$ cat config.mk
export PLATFORM = sky130hd
export DESIGN_NAME = lic_led_irq_ctrl
export DESIGN_NICKNAME = d
export VERILOG_FILES = /design/src/rtl/lic_pkg.sv /design/src/rtl/lic_led_irq_ctrl.sv
export SDC_FILE = /design/constraint.sdc
export NUM_CORES = 1
export LEC_CHECK = 0
export BUFFER_PORTS_ARGS = -buffer_cell sky130_fd_sc_hd__buf_2
export CAP_MARGIN = 20
export CORE_MARGIN = 5
export CORE_UTILIZATION = 50
export DETAILED_ROUTE_END_ITERATION = 8
export GPL_TIMING_DRIVEN = 1
export PLACE_DENSITY = 0.75
export SLEW_MARGIN = 25
export SYNTH_ARGS = -nofsm -noshare
export SYNTH_HDL_FRONTEND = slang
export SYNTH_SLANG_ARGS = --single-unit
$ cat constraint.sdc
create_clock -name clk -period 3.4 [get_ports clk]
set_input_delay 0.17 -clock clk [delete_from_list [all_inputs] [get_ports clk]]
set_output_delay 0.17 -clock clk [all_outputs]
set_load 0.05 [all_outputs]
$ cat src/rtl/lic_pkg.sv
package lic_pkg;

    // ----------------------------------------------------------------
    // Management frame and register addresses
    // ----------------------------------------------------------------
    localparam logic [4:0]  ADDR_MODE_SEL   = 5'h14;
    localparam logic [4:0]  ADDR_RSVD_CTRL  = 5'h15;
    localparam logic [4:0]  ADDR_IRQ_CTRL   = 5'h16;
    localparam logic [4:0]  ADDR_IRQ_FLAGS  = 5'h17;
    localparam logic [4:0]  PHY_ADDR_DEF    = 5'h01;
    localparam logic [1:0]  OP_READ         = 2'h2;
    localparam logic [1:0]  OP_WRITE        = 2'h1;
    localparam int          DATA_BITS       = 16;

    // ----------------------------------------------------------------
    // Field positions and reset values
    // ----------------------------------------------------------------
    localparam int          SEL_THREE_LSB   = 9;
    localparam int          SEL_TWO_LSB     = 6;
    localparam int          SEL_ONE_LSB     = 3;
    localparam int          SEL_ZERO_LSB    = 0;
    localparam int          IRQ_OUT_EN_BIT  = 15;
    localparam int          IRQ_RD_CLR_BIT  = 14;
    localparam int          IRQ_POL_BIT     = 13;
    localparam int          IRQ_AUTO_CLR_BIT = 12;
    localparam int          IRQ_RESETUP_BIT = 11;
    localparam int          NUM_SOURCES     = 11;
    localparam logic [15:0] MODE_SEL_RESET  = 16'h3FE9;
    localparam logic [15:0] RSVD_CTRL_RESET = 16'h0000;
    localparam logic [15:0] IRQ_CTRL_RESET  = 16'h0000;

    // ----------------------------------------------------------------
    // Indicator selector codes
    // ----------------------------------------------------------------
    localparam logic [2:0]  SEL_LINK        = 3'h0;
    localparam logic [2:0]  SEL_ACTIVITY    = 3'h1;
    localparam logic [2:0]  SEL_TX_DATA     = 3'h2;
    localparam logic [2:0]  SEL_RX_DATA     = 3'h3;
    localparam logic [2:0]  SEL_COLLISION   = 3'h4;
    localparam logic [2:0]  SEL_SPEED       = 3'h5;
    localparam logic [2:0]  SEL_DUPLEX      = 3'h6;
    localparam logic [2:0]  SEL_OFF         = 3'h7;

    // ----------------------------------------------------------------
    // Timing
    // ----------------------------------------------------------------
    localparam longint      STRETCH_NS      = 40000000;
    localparam longint      CLK_PERIOD_NS   = 5;
    localparam int          STRETCH_CYCLES  = int'((STRETCH_NS + CLK_PERIOD_NS - 1) / CLK_PERIOD_NS);

    // ----------------------------------------------------------------
    // Link and traffic conditions feeding the indicators
    // ----------------------------------------------------------------
    typedef struct packed {
        logic link_ok;
        logic speed_100;
        logic full_duplex;
        logic tx_active;
        logic rx_active;
        logic collision;
    } lic_link_st_t;

    typedef enum logic [1:0] {
        LIC_IDLE,
        LIC_TURN,
        LIC_DATA
    } lic_mgmt_state_t;

endpackage

$ cat src/rtl/lic_led_irq_ctrl.sv
`timescale 1ns/1ps
module lic_led_irq_ctrl #(
    parameter logic [4:0] PHY_ADDR       = lic_pkg::PHY_ADDR_DEF,
    parameter int         STRETCH_CYCLES = lic_pkg::STRETCH_CYCLES
) (
    // Clock and reset
    input  wire logic                        clk,
    input  wire logic                        rst_b,
    // Serial management pins
    input  wire logic                        mdc,
    input  wire logic                        mdio_in,
    output logic                             mdio_out,
    output logic                             mdio_oe,
    // Link conditions and interrupt sources
    input  wire lic_pkg::lic_link_st_t       link_st,
    input  wire logic [lic_pkg::NUM_SOURCES-1:0] irq_cond,
    // Indicators and interrupt pin
    output logic                             indicator_zero,
    output logic                             indicator_one,
    output logic                             indicator_two,
    output logic                             indicator_three,
    output logic                             irq_pin
);

    localparam int CW = $clog2(STRETCH_CYCLES + 1);
    localparam int NS = lic_pkg::NUM_SOURCES;

    // ----------------------------------------------------------------
    // Pin synchronisers
    // ----------------------------------------------------------------
    logic [2:0] mdc_s;
    logic [2:0] mdio_s;
    logic       mdc_lvl;
    logic       mdc_rise;

    always_ff @(posedge clk or negedge rst_b) begin
        if (!rst_b) begin
            mdc_s  <= 3'h0;
            mdio_s <= 3'h0;
        end else begin
            mdc_s  <= {mdc_s[1:0], mdc};
            mdio_s <= {mdio_s[1:0], mdio_in};
        end
    end

    // A level change is only believed once the last two stages agree.
    always_ff @(posedge clk or negedge rst_b) begin
        if (!rst_b) begin
            mdc_lvl <= 1'b0;
        end else if (mdc_s[1] == mdc_s[2]) begin
            mdc_lvl <= mdc_s[2];
        end
    end

    assign mdc_rise = (mdc_s[1] == mdc_s[2]) && mdc_s[2] && !mdc_lvl;

    // ----------------------------------------------------------------
    // Management frame engine
    // ----------------------------------------------------------------
    lic_pkg::lic_mgmt_state_t state;
    logic [14:0] hdr_sr;
    logic        is_read;
    logic        addr_hit;
    logic [4:0]  reg_addr;
    logic [4:0]  bit_cnt;
    logic [15:0] data_sr;
    logic        wr_stb;
    logic        rd_stb;
    logic [15:0] wr_data;
    logic [15:0] rd_data;
    logic        hdr_ok;
    logic [14:0] hdr_nx;

    logic [15:0] mode_sel;
    logic [15:0] rsvd_ctrl;
    logic [15:0] irq_ctrl;
    logic [NS-1:0] flags;

    // Preamble bit, start 01, opcode, PHY address, register address.
    // The header is matched with the current bit already in, so the turnaround starts on the next rise.
    assign hdr_nx = {hdr_sr[13:0], mdio_s[2]};
    assign hdr_ok = hdr_nx[14] && (hdr_nx[13:12] == 2'h1) &&
                    ((hdr_nx[11:10] == lic_pkg::OP_READ) || (hdr_nx[11:10] == lic_pkg::OP_WRITE));

    always_comb begin
        unique case (reg_addr)
            lic_pkg::ADDR_MODE_SEL:  rd_data = mode_sel;
            lic_pkg::ADDR_RSVD_CTRL: rd_data = rsvd_ctrl;
            lic_pkg::ADDR_IRQ_CTRL:  rd_data = irq_ctrl;
            lic_pkg::ADDR_IRQ_FLAGS: rd_data = {{(16 - NS){1'b0}}, flags};
            default:                 rd_data = 16'h0000;
        endcase
    end

    always_ff @(posedge clk or negedge rst_b) begin
        if (!rst_b) begin
            state    <= lic_pkg::LIC_IDLE;
            hdr_sr   <= 15'h0000;
            is_read  <= 1'b0;
            addr_hit <= 1'b0;
            reg_addr <= 5'h00;
            bit_cnt  <= 5'h00;
            data_sr  <= 16'h0000;
            mdio_out <= 1'b0;
            mdio_oe  <= 1'b0;
            wr_stb   <= 1'b0;
            rd_stb   <= 1'b0;
            wr_data  <= 16'h0000;
        end else begin
            wr_stb <= 1'b0;
            rd_stb <= 1'b0;
            if (mdc_rise) begin
                unique case (state)
                    lic_pkg::LIC_IDLE: begin
                        hdr_sr <= hdr_nx;
                        if (hdr_ok) begin
                            is_read  <= (hdr_nx[11:10] == lic_pkg::OP_READ);
                            addr_hit <= (hdr_nx[9:5] == PHY_ADDR);
                            reg_addr <= hdr_nx[4:0];
                            state    <= lic_pkg::LIC_TURN;
                        end
                    end
                    lic_pkg::LIC_TURN: begin
                        // Second turnaround bit is driven low by the device on a read.
                        data_sr <= rd_data;
                        rd_stb  <= is_read && addr_hit;
                        mdio_oe <= is_read && addr_hit;
                        mdio_out <= 1'b0;
                        bit_cnt <= 5'h00;
                        state   <= lic_pkg::LIC_DATA;
                    end
                    lic_pkg::LIC_DATA: begin
                        bit_cnt <= bit_cnt + 5'h01;
                        if (is_read) begin
                            mdio_out <= data_sr[15];
                            data_sr  <= {data_sr[14:0], 1'b0};
                        end else if (bit_cnt != 5'h00) begin
                            data_sr <= {data_sr[14:0], mdio_s[2]};
                        end
                        if (bit_cnt == 5'(lic_pkg::DATA_BITS)) begin
                            mdio_oe <= 1'b0;
                            mdio_out <= 1'b0;
                            wr_stb  <= !is_read && addr_hit;
                            wr_data <= {data_sr[14:0], mdio_s[2]};
                            hdr_sr  <= 15'h0000;
                            state   <= lic_pkg::LIC_IDLE;
                        end
                    end
                endcase
            end
        end
    end

    // ----------------------------------------------------------------
    // Control registers
    // ----------------------------------------------------------------
    always_ff @(posedge clk or negedge rst_b) begin
        if (!rst_b) begin
            mode_sel  <= lic_pkg::MODE_SEL_RESET;
            rsvd_ctrl <= lic_pkg::RSVD_CTRL_RESET;
            irq_ctrl  <= lic_pkg::IRQ_CTRL_RESET;
        end else if (wr_stb) begin
            if (reg_addr == lic_pkg::ADDR_MODE_SEL)  mode_sel  <= wr_data;
            if (reg_addr == lic_pkg::ADDR_RSVD_CTRL) rsvd_ctrl <= wr_data;
            if (reg_addr == lic_pkg::ADDR_IRQ_CTRL)  irq_ctrl  <= wr_data;
        end
    end

    // ----------------------------------------------------------------
    // Interrupt flags
    // ----------------------------------------------------------------
    logic [NS-1:0] cond_q;
    logic [NS-1:0] ev_set;
    logic [NS-1:0] ev_clr;

    assign ev_set = irq_cond & ~cond_q;

    always_comb begin
        ev_clr = '0;
        if (irq_ctrl[lic_pkg::IRQ_AUTO_CLR_BIT]) ev_clr = ev_clr | ~irq_cond;
        if (rd_stb && (reg_addr == lic_pkg::ADDR_IRQ_FLAGS) && irq_ctrl[lic_pkg::IRQ_RD_CLR_BIT])
            ev_clr = ev_clr | {NS{1'b1}};
        if (wr_stb && (reg_addr == lic_pkg::ADDR_IRQ_FLAGS)) begin
            if (irq_ctrl[lic_pkg::IRQ_RESETUP_BIT])
                ev_clr = ev_clr | (wr_data[NS-1:0] & ~irq_cond);
            else
                ev_clr = ev_clr | wr_data[NS-1:0];
        end
    end

    // A new event in the clearing cycle survives, so none is lost.
    always_ff @(posedge clk or negedge rst_b) begin
        if (!rst_b) begin
            cond_q <= '0;
            flags  <= '0;
        end else begin
            cond_q <= irq_cond;
            flags  <= (flags & ~ev_clr) | ev_set;
        end
    end

    always_ff @(posedge clk or negedge rst_b) begin
        if (!rst_b) begin
            irq_pin <= 1'b1;
        end else if (irq_ctrl[lic_pkg::IRQ_OUT_EN_BIT] && |(flags & irq_ctrl[NS-1:0])) begin
            irq_pin <= irq_ctrl[lic_pkg::IRQ_POL_BIT];
        end else begin
            irq_pin <= !irq_ctrl[lic_pkg::IRQ_POL_BIT];
        end
    end

    // ----------------------------------------------------------------
    // Indicator drive
    // ----------------------------------------------------------------
    // Traffic pulses last a few cycles only; they are held long enough to see.
    logic [3:0]    trf_raw;
    logic [3:0]    trf_lit;
    logic [CW-1:0] hold [4];

    assign trf_raw = {link_st.collision, link_st.rx_active, link_st.tx_active,
                      link_st.tx_active | link_st.rx_active};

    for (genvar g = 0; g < 4; g++) begin : g_stretch
        always_ff @(posedge clk or negedge rst_b) begin
            if (!rst_b) begin
                hold[g] <= '0;
            end else if (trf_raw[g]) begin
                hold[g] <= CW'(STRETCH_CYCLES);
            end else if (hold[g] != '0) begin
                hold[g] <= hold[g] - CW'(1);
            end
        end
        assign trf_lit[g] = trf_raw[g] || (hold[g] != '0);
    end

    function automatic logic lic_show(input logic [2:0] sel, input logic off_is_link);
        unique case (sel)
            lic_pkg::SEL_LINK:      lic_show = link_st.link_ok;
            lic_pkg::SEL_ACTIVITY:  lic_show = trf_lit[0];
            lic_pkg::SEL_TX_DATA:   lic_show = trf_lit[1];
            lic_pkg::SEL_RX_DATA:   lic_show = trf_lit[2];
            lic_pkg::SEL_COLLISION: lic_show = trf_lit[3];
            lic_pkg::SEL_SPEED:     lic_show = link_st.speed_100;
            lic_pkg::SEL_DUPLEX:    lic_show = link_st.full_duplex;
            lic_pkg::SEL_OFF:       lic_show = off_is_link && link_st.link_ok;
        endcase
    endfunction

    always_ff @(posedge clk or negedge rst_b) begin
        if (!rst_b) begin
            indicator_zero  <= 1'b0;
            indicator_one   <= 1'b0;
            indicator_two   <= 1'b0;
            indicator_three <= 1'b0;
        end else begin
            indicator_zero  <= lic_show(mode_sel[lic_pkg::SEL_ZERO_LSB +: 3], 1'b1);
            indicator_one   <= lic_show(mode_sel[lic_pkg::SEL_ONE_LSB +: 3], 1'b0);
            indicator_two   <= lic_show(mode_sel[lic_pkg::SEL_TWO_LSB +: 3], 1'b0);
            indicator_three <= lic_show(mode_sel[lic_pkg::SEL_THREE_LSB +: 3], 1'b0);
        end
    end

endmodule

After elaboration in Yosys (flattened, before gate mapping) --
Index checks and enable logic that the tools add are counted.
Word-level totals: register bits 238, input port bits 21, output and inout bits 7, word-level logic and storage cells 173
Operators by class: add/subtract/negate cells 5, equal/unequal tests 44, multiplexer cells 37, bitwise gates (word level) 11, reduce and logical (&&, ||, !) cells 47
Operators with widths (count):
- 2-to-1 mux 23 bit | 8
- nonzero test 23 bit | 4
- subtractor 23 x 1 -> 23 bit (second input constant) | 4
- one-hot mux 16 bit (4 select lines) | 1
- == test 3 bit (second input constant) | 16
- bitwise AND 11 bit | 4
- 2-to-1 mux 11 bit | 4
- inverter 11 bit | 3
- OR 11 bit | 3
- 2-to-1 mux 16 bit | 2
- one-hot mux 16 bit (2 select lines) | 1
- one-hot mux 14 bit (2 select lines) | 1
- == test 5 bit (second input constant) | 5
- == test 3 x 2 -> 1 bit (second input constant) | 8
- one-hot mux 1 bit (8 select lines) | 3
- AND reduction 3 bit | 7
- 2-to-1 mux 14 bit | 1
- == test 3 x 1 -> 1 bit (second input constant) | 4
- logical NOT 3 bit | 4
- nonzero test 2 bit | 6
- OR reduction 11 bit | 1
- logical AND 1 bit | 10
- one-hot mux 5 bit (2 select lines) | 1
- 2-to-1 mux 1 bit | 9
- 18 further kinds | 34

Logic depth before layout (Yosys ltp) --
depth in word-level cells 10, gate-level depth with buffers 9, mapped depth without buffers 7

Least setup slack after synthesis --
Ideal clock, no wire load.
path type flip-flop to flip-flop, start register hold[69] in the netlist's numbering, end register indicator_two, library setup time 0.133 ns, arrival time 2.280 ns, data required time 3.267 ns, slack 0.987 ns, cell stages (with the launch flop) 10, buffers on the path 2, clock period less this slack 2.413 ns, cell sequence dfrtp_1 > inv_1 > ha_1 > or4b_1 > buf_2 > or3_1 > buf_4 > or2_4 > a221oi_2 > o32ai_1
Between the ends: word-level cells in the longest chain between the ends 3
Ends and longest elaborated chain:
- from (decl) | RTL line lic_led_irq_ctrl.sv:218 | logic [CW-1:0] hold [4];
- from (signal, indexed assignment) | RTL line lic_led_irq_ctrl.sv:228 | hold[g] <= CW'(STRETCH_CYCLES);
- from (signal, indexed assignment) | RTL line lic_led_irq_ctrl.sv:230 | hold[g] <= hold[g] - CW'(1);
- nonzero test 23 bit | RTL line lic_led_irq_ctrl.sv:233 | assign trf_lit[g] = trf_raw[g] || (hold[g] != '0);
- logical OR 1 bit | RTL line lic_led_irq_ctrl.sv:233
- one-hot mux 1 bit (8 select lines) | RTL line lic_led_irq_ctrl.sv:237 | unique case (sel)
- to (signal assigned) | RTL line lic_led_irq_ctrl.sv:258 | indicator_two <= lic_show(mode_sel[lic_pkg::SEL_TWO_LSB +: 3], 1'b0);
- to (decl) | RTL line lic_led_irq_ctrl.sv:20 | output logic indicator_two,
Every way passes these cells. A chain may end at the register's enable or synchronous reset.

Worst setup path after layout --
start register hold[35] in the netlist's numbering, end register hold[28] in the netlist's numbering
Between the ends: word-level cells in the longest chain between the ends 2
Ends and longest elaborated chain:
- nonzero test 23 bit | RTL line lic_led_irq_ctrl.sv:229 | end else if (hold[g] != '0) begin
- nonzero test 2 bit (no source line)
Every way passes these cells.

==> results by group <==
STA
  • Count of final hold-check violations: 0
  • Fin. max-slew vios: 0
  • Slew @ Worst Pin: 0.916 ns
  • Setup TNS: 0 ns
  • Relative slew slack: 38.7%
  • Fmax: 380 MHz
  • Fin crit share: 77.3%
  • Setup ws final: 0.772 ns
  • Final Setup Violations: 0
  • Final min period: 2.63 ns
  • Clk_skew: 0.0129 ns
  • RSZ-0062 raised after global routing: false

Outcome
  • Outcome: completed

Placed design
  • HPWL after DPL: 16200 um
  • IO Port Bufs: 27
  • Pre-CTS setup slack: 0.797 ns
  • GP Congestion: 0.841

Synth
  • Synth Flop Type: dfrtp_1
  • Synth Net Count: 1151
  • Synth warn: 0
  • EDFF count, synth: 0
  • Yosys top cell by area: dfrtp_1
  • Syn Std Cell Area: 11300 um2
  • Post-synth top area share: 49.9%
  • Mapped Cells: 1119
  • Syn_area_per_cell: 10.1 um2
  • Synth top area cells: dfrtp_1, mux2_2, nand3_1
  • Async set-reset flop share out of synthesis: 100%
  • Sequential area share after synthesis: 52.7%
  • Synth Register Bits: 238
  • Netlist cell types: 64

Floorplan
  • Initial Util: 50.4%
  • Die area: 25800 um2
  • Die W: 161 um
  • Die Y: 161 um
  • Core area: 22500 um2
  • I/O pin cnt: 28
  • Site Rows: 55

Clock network
  • CTS Buffer Depth: 3
  • Sink Count: 238
  • Root Driver: clkbuf_16
  • Resized cells post-CTS: 0
  • Clock Latency Late Sink: 0.54 ns
  • TritonCTS clock tree: yes
  • Num CTS Buffers: 26
  • Clk slew on worst S/H paths: 0.06 ns
  • CTS H-tree depth: 1

Pwr
  • P_leak: 5.24 nW
  • Worst vdd ir: 0.424 mV
  • PD cells: 532 nW/um2

Job
  • Max-cap viol count: 0

Final layout
  • Syn-to-layout area delta: 14.0%
  • Share of cells above drive strength 1: 16.0%
  • Final net count: 1189
  • Diode count: 0

Drt
  • DR DRC count: 0
  • First-pass detailed-route iteration total: 5
  • Vias: 8741
  • Antenna Nets Post-Route: 0
  • Via-per-instance ratio: 5.98
  • 1st-iter DRT viols: 676
  • WL final: 24800 um
  • WL/cell: 17.0 um

Global routing
  • Pin count of the biggest net entering global routing: 107
  • Vias in the first global route: 8693
  • Global-route wire length before repair: 43100 um
  • GRT Overall Usage: 19.6%
  • GRT overflow: 0
  • Initial antenna violation count: 0

Setup path
  • Arrival time worst endpoint: 3.03 ns
  • Worst endpoint required time: 3.80 ns
  • Crit start category: flip-flop
  • CP Class: reg2reg
  • Maximum fanout along the worst path: 6
  • Crit-path cells: nor4_1, nand4_1, o21ai_0, buf_4, xor2_1, nor2_1
  • CP max stage cell: nor4_1
  • Crit end category: flip-flop
  • Crit-path max cell delay: 0.77 ns

Hold path
  • Type of the most critical hold path: in2reg
## cell type report
| cell class | count | area (um2) |
|---|---|---|
| Multi-Input combinational cell | 798 | 5050 |
| Fill cell | 1886 | 9580 |
| Timing Repair Buffer | 64 | 485 |
| Clock inverter | 14 | 226 |
| Sequential cell | 238 | 5970 |
| Inverter | 29 | 109 |
| Clock buffer | 34 | 721 |
| Tap cell | 285 | 357 |
## through the flow
stage               instances  hold slack (ns)  instance area (um2)  total power [mW]  util, %
finish                   1462           0.0736                12900              6.87     57.4
global route             1462           0.0828                12900              7.18     57.4
CTS                      1462           0.0673                12900              6.93     57.4
detailed placement       1399            0.280                11800              3.85     52.5
global placement         1399            0.281                11800              3.83     52.5
floorplan                1119           -0.126                11300              3.63        -
## final timing paths
kind	slack (ns)	start	depth (start not counted)	to
setup / recovery	0.77	hold[35]	6	hold[28]
hold / removal	0.07	link_st[1]	2	hold[31]
setup reg to reg	0.77	hold[35]	6	hold[28]
hold reg to reg	0.35	mdc_s[0]	0	mdc_s[1]
max in group asynchronous	2.25	rst_b	3	mode_sel[0]
min in group asynchronous	0.24	rst_b	2	hold[61]
## layout by cell type (no fill, tap or decap), drive strengths merged, types with 5 or more instances in the layout
master and n:
a211oi 5, a21oi 61, a22o 6, a31oi 7, a41oi 11, buf 49, bufinv 5, clkbuf 34
clkinv 9, dfrtp 226, dfstp 12, dlygate4sd3 15, ha 11, inv 28, mux2 70, mux2i 6
nand2 101, nand2b 5, nand3 94, nand4 10, nor2 101, nor2b 7, nor3 27, nor4 19
nor4b 6, o211ai 24, o21ai 58, o2bb2ai 11, o31ai 13, o41ai 7, or3 24, or4 16
xnor2 18, xor2 25
## worst max-delay path: cells and delay by family, from the launching register on
kind	cells	cell delay, ns
flip-flops	1	0.43
XOR/XNOR	1	0.15
AO/OA/AOI/OAI	1	0.54
buffers and inverters	1	0.25
AND/OR/NAND/NOR	3	1.13
## state kept, by name, summed over array words and instances (netlist names), 2 cells and up
| register | count |
|---|---|
| irq_ctrl | 16 |
| flags | 11 |
| cond_q | 11 |
| data_sr | 16 |
| bit_cnt | 5 |
| state | 2 |
| wr_data | 16 |
| mdc_s | 3 |
| mode_sel | 16 |
| rsvd_ctrl | 16 |
| hold | 92 |
| mdio_s | 3 |
| reg_addr | 5 |
| hdr_sr | 14 |
## synth_stat cells, types with 5 or more instances
master / count
o41ai_1: 7
nor3_1: 27
mux2_2: 70
nor4_1: 18
nand3_1: 94
nand4_1: 10
o21ai_0: 57
inv_1: 28
nand2_1: 101
xor2_1: 25
dfstp_2: 12
nor2_1: 101
or4_1: 14
nor2b_1: 7
xnor2_1: 18
ha_1: 11
o211ai_1: 24
nand2b_1: 5
a21oi_1: 61
a41oi_1: 11
a22o_1: 6
clkbuf_1: 49
or3_1: 24
nor4b_1: 5
a211oi_1: 5
dfrtp_1: 226
a31oi_1: 7
o31ai_1: 13
o2bb2ai_1: 11
mux2i_1: 6
## power breakdown
part | switching (mW) | total (mW) | leakage [nW] | internal [mW]
Sequential | 0.155 | 3.14 | 3.00 | 2.98
Combinational | 0.406 | 0.681 | 1.78 | 0.275
Clock | 1.17 | 3.05 | 0.464 | 1.88
## cells by family after synthesis
family                   after synthesis  share of synthesized area [%]
flip-flops                           238                           52.7
AND/OR/NAND/NOR                      434                           19.0
XOR/XNOR                              43                           3.32
AO/OA/AOI/OAI                        234                           13.5
buffers and inverters                 83                           2.82
adder cells (fa/ha/maj)               11                           1.21
multiplexers                          76                           7.49
## metal layers
metal	global-route usage, %	share of wire, %	up-vias
li1	-	-	4160
met1	27.4	46	4328
met2	32.2	48	205
met3	2.87	4.2	48
met4	5.04	2.2	0
met5	0	0	-
## repair_timing
action                                 4_1_cts  5_1_grt
setup endpoints to repair                    0        0
setup buffers                                0        0
hold buffers                                15        0
endpoints found under the hold margin      123        0
No activity file was read; power rests on OpenSTA's default activity.
